==> src/hw/osc_ctrl_defs.svh <==
// Offsets, field positions, reset values of the oscillator registers.
// Assumes inclusion by bare name from the hw/ folder.
`ifndef OSC_CTRL_DEFS_SVH
`define OSC_CTRL_DEFS_SVH

// ****************************************
// Register byte offsets
// ****************************************
`define OSC_CONTROL_OFS     12'h000
`define OSC_STATUS_OFS      12'h004
`define OSC_TUNING_OFS      12'h008

// ****************************************
// Control fields
// ****************************************
`define CTL_PLL_EN_BIT      7
`define CTL_FREQ_LSB        3
`define CTL_FREQ_MSB        6
`define CTL_SRC_LSB         0
`define CTL_SRC_MSB         1
`define CTL_RESET           8'h38
`define FREQ_RESET          4'h7
`define SRC_RESET           2'h0

// ****************************************
// Status fields
// ****************************************
`define STS_PLL_READY_BIT   6
`define STS_CFG_CLK_BIT     5
`define STS_HF_READY_BIT    4
`define STS_HF_LOCKED_BIT   3
`define STS_MF_READY_BIT    2
`define STS_LF_READY_BIT    1
`define STS_HF_STABLE_BIT   0

// ****************************************
// Tuning field
// ****************************************
`define TUNE_MSB            5
`define TUNE_RESET          6'h00

// ****************************************
// Frequency select codes
// ****************************************
`define FREQ_HF_16M         4'hF
`define FREQ_HF_8M          4'hE
`define FREQ_HF_MIN         4'h8
`define FREQ_MF_MIN         4'h4
`define FREQ_HF_31K         4'h3
`define FREQ_MF_31K         4'h2

`endif

==> src/hw/osc_ctrl_pkg.sv <==
// Types shared by the oscillator control block.
// Assumes the defs header is compiled alongside.
package osc_ctrl_pkg;

  // Oscillator feeding the internal clock mux
  typedef enum logic [1:0] {
    SRC_CONFIG,
    SRC_HF,
    SRC_MF,
    SRC_LF
  } osc_src_t;

  // Indications from the analog oscillators and fuses
  typedef struct packed {
    logic       config_pll_force;
    logic [1:0] config_osc_select;
    logic       pll_ready;
    logic       hf_ready;
    logic       hf_locked;
    logic       hf_stable;
    logic       mf_ready;
    logic       lf_ready;
    logic       cur_clk_level;
    logic       new_clk_level;
  } osc_analog_t;

  // Clock selection applied to the clock mux
  typedef struct packed {
    logic       use_internal;
    logic [3:0] freq_code;
    logic       pll_on;
  } clk_sel_t;

endpackage

==> src/hw/oscillator_control_status_regs.sv <==
// Oscillator control, status and tuning registers on AHB-Lite.
// Assumes analog ready and clock-level inputs are asynchronous
// and the fuse bits are static after power-up.
//
// How it works
// Fuse PLL force set: PLL stays enabled, software PLL bit ignored.
// Fuse PLL force clear: PLL follows the software PLL enable bit.
// Codes 1111,1101,1100,1011 pick HF oscillator at 16,4,2,1 MHz.
// Code 1110 gives 8 MHz HF, or 32 MHz via PLL when enabled.
// Codes 1010,1001,1000 give 500,250,125 kHz from the HF oscillator.
// Code 0111 gives 500 kHz MF and is loaded on reset.
// Codes 0110,0101,0100 give 250,125,62.5 kHz from the MF oscillator.
// 0011 is 31.25 kHz HF, 0010 is 31.25 kHz MF, 000x is 31 kHz LF.
// Source field 1x picks internal block, 00 the fuse oscillator.
// Control bit 2 is unimplemented and reads zero.
// Status bit 6 shows PLL ready.
// Status bit 5 shows running from the fuse-chosen clock.
// Status bit 4 shows HF oscillator ready.
// Status bit 3 shows HF oscillator within 2 percent.
// Status bit 2 shows MF oscillator ready.
// Status bit 1 shows LF oscillator ready.
// Status bit 0 shows HF oscillator within 0.5 percent.
// Six-bit signed trim, zero is calibrated; upper two bits read zero.
// Switch waits old clock low, holds gate low, waits new clock high.
// Source select field clears on every reset.
// PLL is not applied while the source select field is 1x.
// Status writes are ignored; bits 6 and 4-0 are synchronised analog indications.
// Reserved source value 01 runs from the fuse-chosen clock.
//
// The implementer's own choices: the register addresses and the AHB-Lite interface to the registers.
`timescale 1ns/10ps
`include "osc_ctrl_defs.svh"

module oscillator_control_status_regs #(
  parameter int SYNC_BITS = 11
) (
  input  wire logic                      hclk,
  input  wire logic                      hresetn,
  input  wire logic                      hsel,
  input  wire logic [31:0]               haddr,
  input  wire logic [1:0]                htrans,
  input  wire logic                      hwrite,
  input  wire logic [2:0]                hsize,
  input  wire logic [31:0]               hwdata,
  input  wire logic                      hready,
  output logic      [31:0]               hrdata,
  output logic                           hreadyout,
  output logic                           hresp,
  input  wire osc_ctrl_pkg::osc_analog_t analog_in,
  output osc_ctrl_pkg::clk_sel_t         active_sel,
  output osc_ctrl_pkg::osc_src_t         active_src,
  output logic                           sysclk_gate,
  output logic                           pll_enable,
  output logic      [5:0]                freq_trim,
  output logic                           switch_busy
);

  // ****************************************
  // Oscillator decode
  // ****************************************

  // Maps an internal frequency code onto its oscillator
  function automatic osc_ctrl_pkg::osc_src_t freq_to_src(input logic [3:0] code);
    osc_ctrl_pkg::osc_src_t src;
    src = osc_ctrl_pkg::SRC_LF;
    if (code >= `FREQ_HF_MIN)
      src = osc_ctrl_pkg::SRC_HF;
    else if (code >= `FREQ_MF_MIN)
      src = osc_ctrl_pkg::SRC_MF;
    else if (code == `FREQ_HF_31K)
      src = osc_ctrl_pkg::SRC_HF;
    else if (code == `FREQ_MF_31K)
      src = osc_ctrl_pkg::SRC_MF;
    return src;
  endfunction

  // Oscillator that a whole selection runs from
  function automatic osc_ctrl_pkg::osc_src_t sel_to_src(input osc_ctrl_pkg::clk_sel_t sel);
    osc_ctrl_pkg::osc_src_t src;
    src = freq_to_src(sel.freq_code);
    if (!sel.use_internal && sel.freq_code != `FREQ_HF_8M)
      src = osc_ctrl_pkg::SRC_CONFIG;
    if (!sel.use_internal && !sel.pll_on && sel.freq_code == `FREQ_HF_8M)
      src = osc_ctrl_pkg::SRC_CONFIG;
    return src;
  endfunction

  // ****************************************
  // Input synchronisers
  // ****************************************

  logic [SYNC_BITS-1:0] sync_stage1;
  logic [SYNC_BITS-1:0] sync_stage2;
  osc_ctrl_pkg::osc_analog_t ana;

  // Two flops per asynchronous input
  for (genvar i = 0; i < SYNC_BITS; i++) begin : g_sync
    always_ff @(posedge hclk or negedge hresetn) begin
      if (!hresetn) begin
        sync_stage1[i] <= 1'b0;
        sync_stage2[i] <= 1'b0;
      end else begin
        sync_stage1[i] <= analog_in[i];
        sync_stage2[i] <= sync_stage1[i];
      end
    end
  end

  assign ana = osc_ctrl_pkg::osc_analog_t'(sync_stage2);

  // ****************************************
  // Bus address phase
  // ****************************************

  logic        wr_pending;
  logic [11:0] wr_addr;
  logic [7:0]  osc_control;
  logic [5:0]  osc_tuning;
  logic        cfg_clk_flag;

  wire         addr_valid = hsel & hready & htrans[1];
  wire         rd_take    = addr_valid & ~hwrite;
  wire         wr_take    = addr_valid & hwrite;
  wire [11:0]  rd_addr    = haddr[11:0];
  wire         in_range   = (haddr[31:12] == 20'h0_0000);

  // Write decode for the data phase
  wire         wr_ctl  = wr_pending & (wr_addr == `OSC_CONTROL_OFS);
  wire         wr_tune = wr_pending & (wr_addr == `OSC_TUNING_OFS);

  // Address phase capture for writes
  always_ff @(posedge hclk or negedge hresetn) begin
    if (!hresetn) begin
      wr_pending <= 1'b0;
      wr_addr    <= 12'h000;
    end else begin
      wr_pending <= wr_take & in_range;
      wr_addr    <= haddr[11:0];
    end
  end

  // ****************************************
  // Writable registers
  // ****************************************

  wire [7:0] next_osc_control = wr_ctl ? {hwdata[7:3], 1'b0, hwdata[1:0]} : osc_control;
  wire [5:0] next_osc_tuning  = wr_tune ? hwdata[`TUNE_MSB:0] : osc_tuning;

  // Control and tuning storage; status has no storage
  always_ff @(posedge hclk or negedge hresetn) begin
    if (!hresetn) begin
      osc_control <= `CTL_RESET;
      osc_tuning  <= `TUNE_RESET;
    end else begin
      osc_control <= next_osc_control;
      osc_tuning  <= next_osc_tuning;
    end
  end

  // Control fields
  wire       soft_pll_enable      = osc_control[`CTL_PLL_EN_BIT];
  wire [3:0] int_osc_freq_select  = osc_control[`CTL_FREQ_MSB:`CTL_FREQ_LSB];
  wire [1:0] sysclk_source_select = osc_control[`CTL_SRC_MSB:`CTL_SRC_LSB];

  // ****************************************
  // PLL enable and requested selection
  // ****************************************

  wire next_pll_enable = ana.config_pll_force | soft_pll_enable;
  wire use_internal    = sysclk_source_select[1];
  wire pll_allowed     = ~use_internal &
                         (int_osc_freq_select == `FREQ_HF_8M) &
                         (ana.config_osc_select == 2'h0);
  osc_ctrl_pkg::clk_sel_t req_sel;

  assign req_sel.use_internal = use_internal;
  assign req_sel.freq_code    = int_osc_freq_select;
  assign req_sel.pll_on       = next_pll_enable & pll_allowed;

  // New oscillator readiness, PLL lock when it is in the path
  osc_ctrl_pkg::osc_src_t req_src;
  logic                   req_osc_ready;

  assign req_src = sel_to_src(req_sel);

  always_comb begin
    req_osc_ready = 1'b1;
    unique case (req_src)
      osc_ctrl_pkg::SRC_HF:     req_osc_ready = ana.hf_ready;
      osc_ctrl_pkg::SRC_MF:     req_osc_ready = ana.mf_ready;
      osc_ctrl_pkg::SRC_LF:     req_osc_ready = ana.lf_ready;
      osc_ctrl_pkg::SRC_CONFIG: req_osc_ready = 1'b1;
    endcase
    if (req_sel.pll_on)
      req_osc_ready = req_osc_ready & ana.pll_ready & ana.hf_ready;
  end

  // ****************************************
  // Clock switch sequencer
  // ****************************************

  typedef enum logic [1:0] {
    SW_IDLE,
    SW_WAIT_FALL,
    SW_WAIT_RISE
  } switch_state_t;

  switch_state_t sw_state;
  switch_state_t next_sw_state;
  logic          next_gate;
  logic          sel_change;

  assign sel_change = (req_sel != active_sel);

  // Glitch-free handover between old and new clock
  always_comb begin
    next_sw_state = sw_state;
    next_gate     = sysclk_gate;
    unique case (sw_state)
      SW_IDLE: begin
        if (sel_change)
          next_sw_state = SW_WAIT_FALL;
      end
      SW_WAIT_FALL: begin
        if (!ana.cur_clk_level) begin
          next_gate     = 1'b0;
          next_sw_state = SW_WAIT_RISE;
        end
      end
      SW_WAIT_RISE: begin
        if (req_osc_ready && ana.new_clk_level) begin
          next_gate     = 1'b1;
          next_sw_state = SW_IDLE;
        end
      end
      default: begin
        next_sw_state = SW_IDLE;
      end
    endcase
  end

  wire switch_done = (sw_state == SW_WAIT_RISE) & (next_sw_state == SW_IDLE);

  // Sequencer state and gate
  always_ff @(posedge hclk or negedge hresetn) begin
    if (!hresetn) begin
      sw_state    <= SW_IDLE;
      sysclk_gate <= 1'b1;
    end else begin
      sw_state    <= next_sw_state;
      sysclk_gate <= next_gate;
    end
  end

  // Applied selection, taken over only when the new clock rises
  always_ff @(posedge hclk or negedge hresetn) begin
    if (!hresetn) begin
      active_sel  <= '{use_internal: 1'b0, freq_code: `FREQ_RESET, pll_on: 1'b0};
      active_src  <= osc_ctrl_pkg::SRC_CONFIG;
      switch_busy <= 1'b0;
    end else begin
      if (switch_done) begin
        active_sel <= req_sel;
        active_src <= req_src;
      end
      switch_busy <= (next_sw_state != SW_IDLE);
    end
  end

  // ****************************************
  // Analog side outputs
  // ****************************************

  // PLL enable and trim towards the analog blocks
  always_ff @(posedge hclk or negedge hresetn) begin
    if (!hresetn) begin
      pll_enable <= 1'b0;
      freq_trim  <= `TUNE_RESET;
    end else begin
      pll_enable <= next_pll_enable;
      freq_trim  <= next_osc_tuning;
    end
  end

  // Running from the fuse clock once the fuse source (not the PLL path) is applied and the fuse select is not 00
  always_ff @(posedge hclk or negedge hresetn) begin
    if (!hresetn)
      cfg_clk_flag <= 1'b0;
    else
      cfg_clk_flag <= (active_src == osc_ctrl_pkg::SRC_CONFIG) &
                      (ana.config_osc_select != 2'h0);
  end

  // ****************************************
  // Status register
  // ****************************************

  logic [7:0] osc_status;

  always_comb begin
    osc_status                     = 8'h00;
    osc_status[`STS_PLL_READY_BIT] = ana.pll_ready;
    osc_status[`STS_CFG_CLK_BIT]   = cfg_clk_flag;
    osc_status[`STS_HF_READY_BIT]  = ana.hf_ready;
    osc_status[`STS_HF_LOCKED_BIT] = ana.hf_locked;
    osc_status[`STS_MF_READY_BIT]  = ana.mf_ready;
    osc_status[`STS_LF_READY_BIT]  = ana.lf_ready;
    osc_status[`STS_HF_STABLE_BIT] = ana.hf_stable;
  end

  // ****************************************
  // Read mux and response
  // ****************************************

  // Next values so a read right after a write sees the new data
  logic [31:0] rd_mux;

  always_comb begin
    rd_mux = 32'h0000_0000;
    if (in_range) begin
      unique case (rd_addr)
        `OSC_CONTROL_OFS: rd_mux = {24'h00_0000, next_osc_control};
        `OSC_STATUS_OFS:  rd_mux = {24'h00_0000, osc_status};
        `OSC_TUNING_OFS:  rd_mux = {26'h000_0000, next_osc_tuning};
        default:          rd_mux = 32'h0000_0000;
      endcase
    end
  end

  // Zero wait states, always OKAY
  always_ff @(posedge hclk or negedge hresetn) begin
    if (!hresetn) begin
      hrdata    <= 32'h0000_0000;
      hreadyout <= 1'b1;
      hresp     <= 1'b0;
    end else begin
      if (rd_take)
        hrdata <= rd_mux;
      hreadyout <= 1'b1;
      hresp     <= 1'b0;
    end
  end

endmodule

==> config.mk <==
export PLATFORM = sky130hd
export DESIGN_NAME = oscillator_control_status_regs
export DESIGN_NICKNAME = d
export VERILOG_FILES = /design/src/hw/osc_ctrl_pkg.sv /design/src/hw/oscillator_control_status_regs.sv
export VERILOG_INCLUDE_DIRS = /design/src /design/src/hw
export SDC_FILE = /design/constraint.sdc
export NUM_CORES = 1
export LEC_CHECK = 0
export BUFFER_PORTS_ARGS = -buffer_cell sky130_fd_sc_hd__buf_2
export CAP_MARGIN = 10
export CORE_UTILIZATION = 30
export CTS_BUF_LIST = sky130_fd_sc_hd__clkbuf_8
export CTS_CLUSTER_SIZE = 25
export DETAILED_ROUTE_END_ITERATION = 6
export PLACE_DENSITY = 0.53
export SLEW_MARGIN = 20
export SYNTH_ARGS = -nofsm -noshare
export SYNTH_HDL_FRONTEND = slang
export SYNTH_SLANG_ARGS = --single-unit
==> constraint.sdc <==
create_clock -name hclk -period 5 [get_ports hclk]
set_input_delay 0.5 -clock hclk [delete_from_list [all_inputs] [get_ports hclk]]
set_output_delay 0.5 -clock hclk [all_outputs]
set_load 0.02 [all_outputs]
=== Word-level counts from Yosys, hierarchy flattened ===
Cells that the tools add are included.

* Register bits: 95
* Latch bits: 0
* Memory bits (writable): 0
* ROM bits: 0
* Logic and storage cells: 107
* Memories kept: 0

* Add/sub/neg operators: 0
* Multiply operators: 0
* Divide/modulo/power cells: 0
* Magnitude comparators: 2
* Eq/ne operators: 15
* Shift-type cells: 0
* Muxes and demuxes: 19
* Bitwise gates (word level): 17
* Reductions and logical operators: 18

{| class="wikitable"
|+ Operators by type and width
! kind !! count
|-
| equality test 12 x 4 -> 1 bit, second input constant || 2
|-
| logical NOT 12 bit || 2
|-
| case mux 8 bit (3 select lines) || 1
|-
| logical NOT 20 bit || 1
|-
| two-way mux 2 bit || 8
|-
| two-way mux 8 bit || 2
|-
| AND 1 bit || 14
|-
| equality test 12 x 3 -> 1 bit, second input constant || 1
|-
| logical NOT 2 bit || 5
|-
| equality test 4 x 2 -> 1 bit, second input constant || 2
|-
| equality test 2 bit, second input constant || 3
|-
| two-way mux 6 bit || 1
|-
| inequality test 6 bit || 1
|-
| case mux 2 bit (3 select lines) || 1
|-
| nonzero test 2 bit || 3
|-
| equality test 2 x 1 -> 1 bit, second input constant || 2
|-
| equality test 4 bit, second input constant || 1
|-
| >= comparator 4 x 3 -> 1 bit, second input constant || 1
|-
| >= comparator 4 bit, second input constant || 1
|-
| logical AND 1 bit || 4
|-
| two-way mux 1 bit || 4
|-
| inequality test 2 bit, second input constant || 2
|-
| inequality test 4 bit, second input constant || 1
|-
| case mux 1 bit (4 select lines) || 1
|-
| 5 further kinds || 7
|}

=== Logic depth before layout (Yosys ltp) ===
* Depth after elaboration: 18
* Depth in mapped cells: 8
* Depth with buffers taken out: 8

=== Worst setup path before layout ===
No wires, ideal clock.

* Kind: reg-to-reg
* From: register osc_control[4]
* To: register active_sel[4] in the netlist's numbering
* Setup time: 0.125 ns
* Data arrival time: 2.321 ns
* Data required time: 4.875 ns
* Setup slack: 2.555 ns
* Stages on the path, launching flop included: 8
* Buffers on the path: 1
* Clock period less this slack: 2.445 ns
* Cells stage by stage: dfstp_2 > buf_2 > nor4b_2 > a2111oi_1 > o31ai_2 > a21oi_1 > o311ai_4 > mux2_2

* Longest elaborated chain between the ends: 18

{| class="wikitable"
|+ RTL lines
! what !! line !! RTL
|-
| from (decl) || oscillator_control_status_regs.sv:117 || <nowiki>logic [7:0] osc_control;</nowiki>
|-
| from (signal assigned) || oscillator_control_status_regs.sv:152 || <nowiki>osc_control <= `CTL_RESET;</nowiki>
|-
| from (signal assigned) || oscillator_control_status_regs.sv:155 || <nowiki>osc_control <= next_osc_control;</nowiki>
|-
| equality test 4 bit (no source line) || n/a ||
|-
| AND 1 bit (2 in a row) || oscillator_control_status_regs.sv:171 || <nowiki>wire pll_allowed = ~use_internal &</nowiki>
|-
| AND 1 bit || oscillator_control_status_regs.sv:178 || <nowiki>assign req_sel.pll_on = next_pll_enable & pll_allowed;</nowiki>
|-
| logical NOT 1 bit || oscillator_control_status_regs.sv:83 || <nowiki>if (!sel.use_internal && !sel.pll_on && sel.freq_code == `FREQ_HF_8M)</nowiki>
|-
| logical AND 1 bit || oscillator_control_status_regs.sv:83 ||
|-
| logical AND 1 bit (no source line) || n/a ||
|-
| two-way mux 2 bit || oscillator_control_status_regs.sv:83 ||
|-
| equality test 2 bit, or another cell as far along || oscillator_control_status_regs.sv:188 || <nowiki>unique case (req_src)</nowiki>
|-
| case mux 1 bit (4 select lines) || oscillator_control_status_regs.sv:188 ||
|-
| AND 1 bit (2 in a row) || oscillator_control_status_regs.sv:195 || <nowiki>req_osc_ready = req_osc_ready & ana.pll_ready & ana.hf_ready;</nowiki>
|-
| two-way mux 1 bit || oscillator_control_status_regs.sv:194 || <nowiki>if (req_sel.pll_on)</nowiki>
|-
| logical AND 1 bit || oscillator_control_status_regs.sv:231 || <nowiki>if (req_osc_ready && ana.new_clk_level) begin</nowiki>
|-
| two-way mux 2 bit || oscillator_control_status_regs.sv:231 ||
|-
| case mux 2 bit (3 select lines) * || oscillator_control_status_regs.sv:219 || <nowiki>unique case (sw_state)</nowiki>
|-
| logical NOT 2 bit * || oscillator_control_status_regs.sv:242 || <nowiki>wire switch_done = (sw_state == SW_WAIT_RISE) & (next_sw_state == SW_IDLE);</nowiki>
|-
| AND 1 bit * || oscillator_control_status_regs.sv:242 ||
|-
| to (signal assigned) || oscillator_control_status_regs.sv:258 || <nowiki>active_sel <= '{use_internal: 1'b0, freq_code: `FREQ_RESET, pll_on: 1'b0};</nowiki>
|-
| to (signal assigned) || oscillator_control_status_regs.sv:263 || <nowiki>active_sel <= req_sel;</nowiki>
|-
| to (decl) || oscillator_control_status_regs.sv:50 || <nowiki>output osc_ctrl_pkg::clk_sel_t active_sel,</nowiki>
|}

Mark *: on every way between the ends. The rest lies on a longest branch, timed or not.
A chain may end at the register's enable or synchronous reset.

=== Worst setup path in the final report ===
* From: register osc_control[4]
* To: register active_src[1]

* Longest elaborated chain between the ends: 18

{| class="wikitable"
|+ RTL lines
! what !! line !! RTL
|-
| equality test 4 bit (no source line) || n/a ||
|-
| AND 1 bit (2 in a row) || oscillator_control_status_regs.sv:171 ||
|-
| AND 1 bit || oscillator_control_status_regs.sv:178 ||
|-
| logical NOT 1 bit || oscillator_control_status_regs.sv:83 ||
|-
| logical AND 1 bit || oscillator_control_status_regs.sv:83 ||
|-
| logical AND 1 bit (no source line) || n/a ||
|-
| two-way mux 2 bit || oscillator_control_status_regs.sv:83 ||
|-
| equality test 2 bit, or another cell as far along || oscillator_control_status_regs.sv:188 ||
|-
| case mux 1 bit (4 select lines) || oscillator_control_status_regs.sv:188 ||
|-
| AND 1 bit (2 in a row) || oscillator_control_status_regs.sv:195 ||
|-
| two-way mux 1 bit || oscillator_control_status_regs.sv:194 ||
|-
| logical AND 1 bit || oscillator_control_status_regs.sv:231 ||
|-
| two-way mux 2 bit || oscillator_control_status_regs.sv:231 ||
|-
| case mux 2 bit (3 select lines) || oscillator_control_status_regs.sv:219 ||
|-
| logical NOT 2 bit || oscillator_control_status_regs.sv:242 ||
|-
| AND 1 bit || oscillator_control_status_regs.sv:242 ||
|-
| to (signal assigned) || oscillator_control_status_regs.sv:259 || <nowiki>active_src <= osc_ctrl_pkg::SRC_CONFIG;</nowiki>
|-
| to (signal assigned) || oscillator_control_status_regs.sv:264 || <nowiki>active_src <= req_src;</nowiki>
|-
| to (decl) || oscillator_control_status_regs.sv:51 || <nowiki>output osc_ctrl_pkg::osc_src_t active_src,</nowiki>
|}

Parallel ways exist; a longest one is shown, timed or not.

==> metrics.md <==
| Metric | Value |
|---|---|
| Outcome | finished clean |
| Synth Area per Inst | 12.8 um2 |
| Relative slew slack | 0.407 |
| Initial DRC count | 96 |
| IO Port Bufs | 81 |
| Initial Util | 0.309 |
| Fin Setup TNS | 0 ns |
| Min Tclk post-route | 2.76 ns |
| P&R area growth vs syn | 22.8% |
| Initial antenna violation count | 0 |
| Post-synthesis sequential area ratio | 0.595 |
| GRT Total Usage | 0.134 |
| Final HPWL DP | 4.57 mm |
| Total placed instance area | 3440 um2 |
| Mapped cell area | 3000 um2 |
| Largest net degree at the start of global routing | 72 |
| Top post-synthesis cells by area | dfrtp_1, mux2_2, buf_4 |
| Cell family with most CP delay | compound AO/OA/AOI/OAI gates |
| Crit-path max FO | 8 |
| Critical-path cell with the highest stage delay | dfstp_2 |
| R2r startpoint | osc_control[4] |
| Worst reg2reg setup slack | 2.24 ns |
| Power Dens Cells | 392 nW/um2 |
| R2r worst-path depth | 6 |
| Max Slew Vio Count | 0 |
| Yosys top cell area share | 0.534 |
| Leak | 1.78 nW |
| I/O pin count | 136 |
| Fin util | 0.379 |
| Via count | 1987 |
| Top FF cell, synth | dfrtp_1 |
| Global-route wire length before repair | 10.4 mm |
| Post-CTS setup repair buffer count | 0 |
| Max Clock Skew | 0.00845 ns |
| Die ar. | 10400 um2 |
| Via density | 4.36 |
| Hold Crit Depth | 1 |
| Final Cycle Share | 0.553 |
| Cell taking the most area after synthesis | dfrtp_1 |
| Post-synthesis cell count | 234 |
| Kind of end point of the critical path | register |
| Drt pass-1 iters | 4 |
| Min-delay src | analog_in[4] |
| Actual slew at the worst max-slew pin | 0.889 ns |
| Clk sinks | 71 |
| Vias in the first global route | 2102 |
| Critical path class | register to register |
| Antenna Cells | 0 |
| # nets final | 407 |
| Hold Vio Cnt, Final | 0 |
| Crit start category | register |
| Hold worst-path end | sync_stage1[4] |
| Critical path cell sequence | nor4b_2 -> a2111oi_1 -> o31ai_2 -> a21oi_1 -> o311ai_4 -> mux2_2 |
| Wire per inst | 13.9 um |
| Core area | 9730 um2 |
| Antenna Nets Post-Route | 0 |
| WP data arrival | 2.99 ns |
| Post-synth cell types | 51 |
| H-tree depth | 3 |
| Asr flop ratio synth | 1.00 |
| Hold Path Class | primary input to register |
| Top post-synthesis cells by count | dfrtp_1, buf_4, mux2_2, nor4_1, o21ai_0 |
| PostCTS Resize Cnt | 0 |
| # hold bufs at CTS | 0 |
| Post-Layout Inst Area | 3680 um2 |
| Synth Register Bits | 71 |
| Die Y | 102 um |
| Total chip power | 0.00145 W |
| VDD IR max | 0.123 mV |
| Number of synthesized flops with an enable pin | 0 |
| Routed WL | 6.32 mm |
| Std cell rows | 36 |
| GPL Wtd Cong | 0.770 |
| Total grt overflow | 0 |
| Most common cell in the netlist | dfrtp_1 |
| CP Data Required Time | 5.23 ns |
| Warnings, synthesis | 0 |
| Final setup viols | 0 |
| Die W | 102 um |
| Max Cap Violations | 0 |
| RSZ-0062 raised after global routing | false |
| Layout cells sized above 1 | 0.412 |
| Worst Path Buf+Inv | 0 |
| Root Buffer | clkbuf_8 |
| R2r endpoint | active_src[1] |
| Clk slew on worst S/H paths | 0.08 ns |
| Fmax achieved | 362 MHz |
| Worst-skew pair later-pin latency | 0.34 ns |
| Max stage delay on crit path | 0.63 ns |
| CTS tree | built |
| Drt drc | 0 |
| CTS Buffer Depth | 2 |
| Total CTS buffers | 9 |
-- cell usage in the layout (no fill, tap or decap), drive strengths merged, types with 2 or more instances in the layout --
| master | count |
|---|---|
| bufinv | 3 |
| and3 | 2 |
| or2 | 2 |
| a21oi | 4 |
| nand4 | 2 |
| nor4 | 10 |
| xor2 | 4 |
| a22oi | 5 |
| nor3 | 4 |
| mux2i | 8 |
| ha | 4 |
| o311ai | 2 |
| o21ai | 9 |
| dfstp | 7 |
| inv | 8 |
| nor2 | 7 |
| a22o | 2 |
| clkbuf | 10 |
| nand3 | 3 |
| mux2 | 19 |
| nand2b | 2 |
| buf | 82 |
| nor4b | 2 |
| dfrtp | 64 |
| o31ai | 3 |
| clkinv | 2 |
| conb | 26 |
| nor2b | 2 |
| nand2 | 6 |
-- sequential cells by signal, indices dropped and copies added, names as in the netlist, 2 cells and up --
signal / flops
hrdata: 8
active_src: 2
sync_stage1: 11
sw_state: 2
osc_control: 8
active_sel: 6
wr_addr: 12
ana: 11
freq_trim: 6
-- power by group --
part           switching (W)  internal [W]  total (W)
sequential         0.0000231      0.000619   0.000642
clock               0.000214      0.000343   0.000557
combinational       0.000147     0.0000999   0.000247
total               0.000383       0.00106    0.00145
-- worst max-delay path by stage --
stage	startpoint	endpoint	slack, ns	cells past startpoint
after CTS	osc_control[4]	active_src[0]	2.25	6
after floorplan	osc_control[4]	active_sel[4]	2.55	7
after detailed placement	osc_control[4]	active_src[0]	2.28	6
after global routing	osc_control[4]	active_src[0]	2.05	6
after global placement	osc_control[4]	active_sel[5]	2.30	6
final	osc_control[4]	active_src[1]	2.24	6
-- through the flow --
step | hold slack (ns) | std cells | setup slack, ns
floorplan | 0.204 | 258 | 2.55
global route | 0.236 | 456 | 2.05
global placement | 0.334 | 440 | 2.30
finish | 0.259 | 456 | 2.24
detailed placement | 0.335 | 440 | 2.28
CTS | 0.247 | 456 | 2.25
-- cell families after synthesis --
kind of cell	Yosys count	share of synthesized area
buffers and inverters	41	0.0871
and+or+nand+nor	51	0.103
adders and majority gates	4	0.0167
AOI/OAI and AO/OA	34	0.0859
xor gates and xnor gates	4	0.0117
DFF	71	0.595
other	2	0.00250
muxes	27	0.0980
-- layer usage --
metal  global-route usage  vias to the layer above  part of all wire
met5                    0                        -                 0
met4               0.0626                        0             0.022
met3               0.0431                       12             0.062
met2                0.215                       65              0.48
met1                0.164                      965              0.44
li1                     -                      945                 -
-- area by class of cell --
type,instances,area (um2)
fill,975,6040
sequential,71,1790
multi-input combinational,146,1040
timing repair buffer,82,413
tap,133,166
clock buffer,10,138
clock inverter,6,108
inverter,8,30.0
Power figures use the tool's default switching activity.
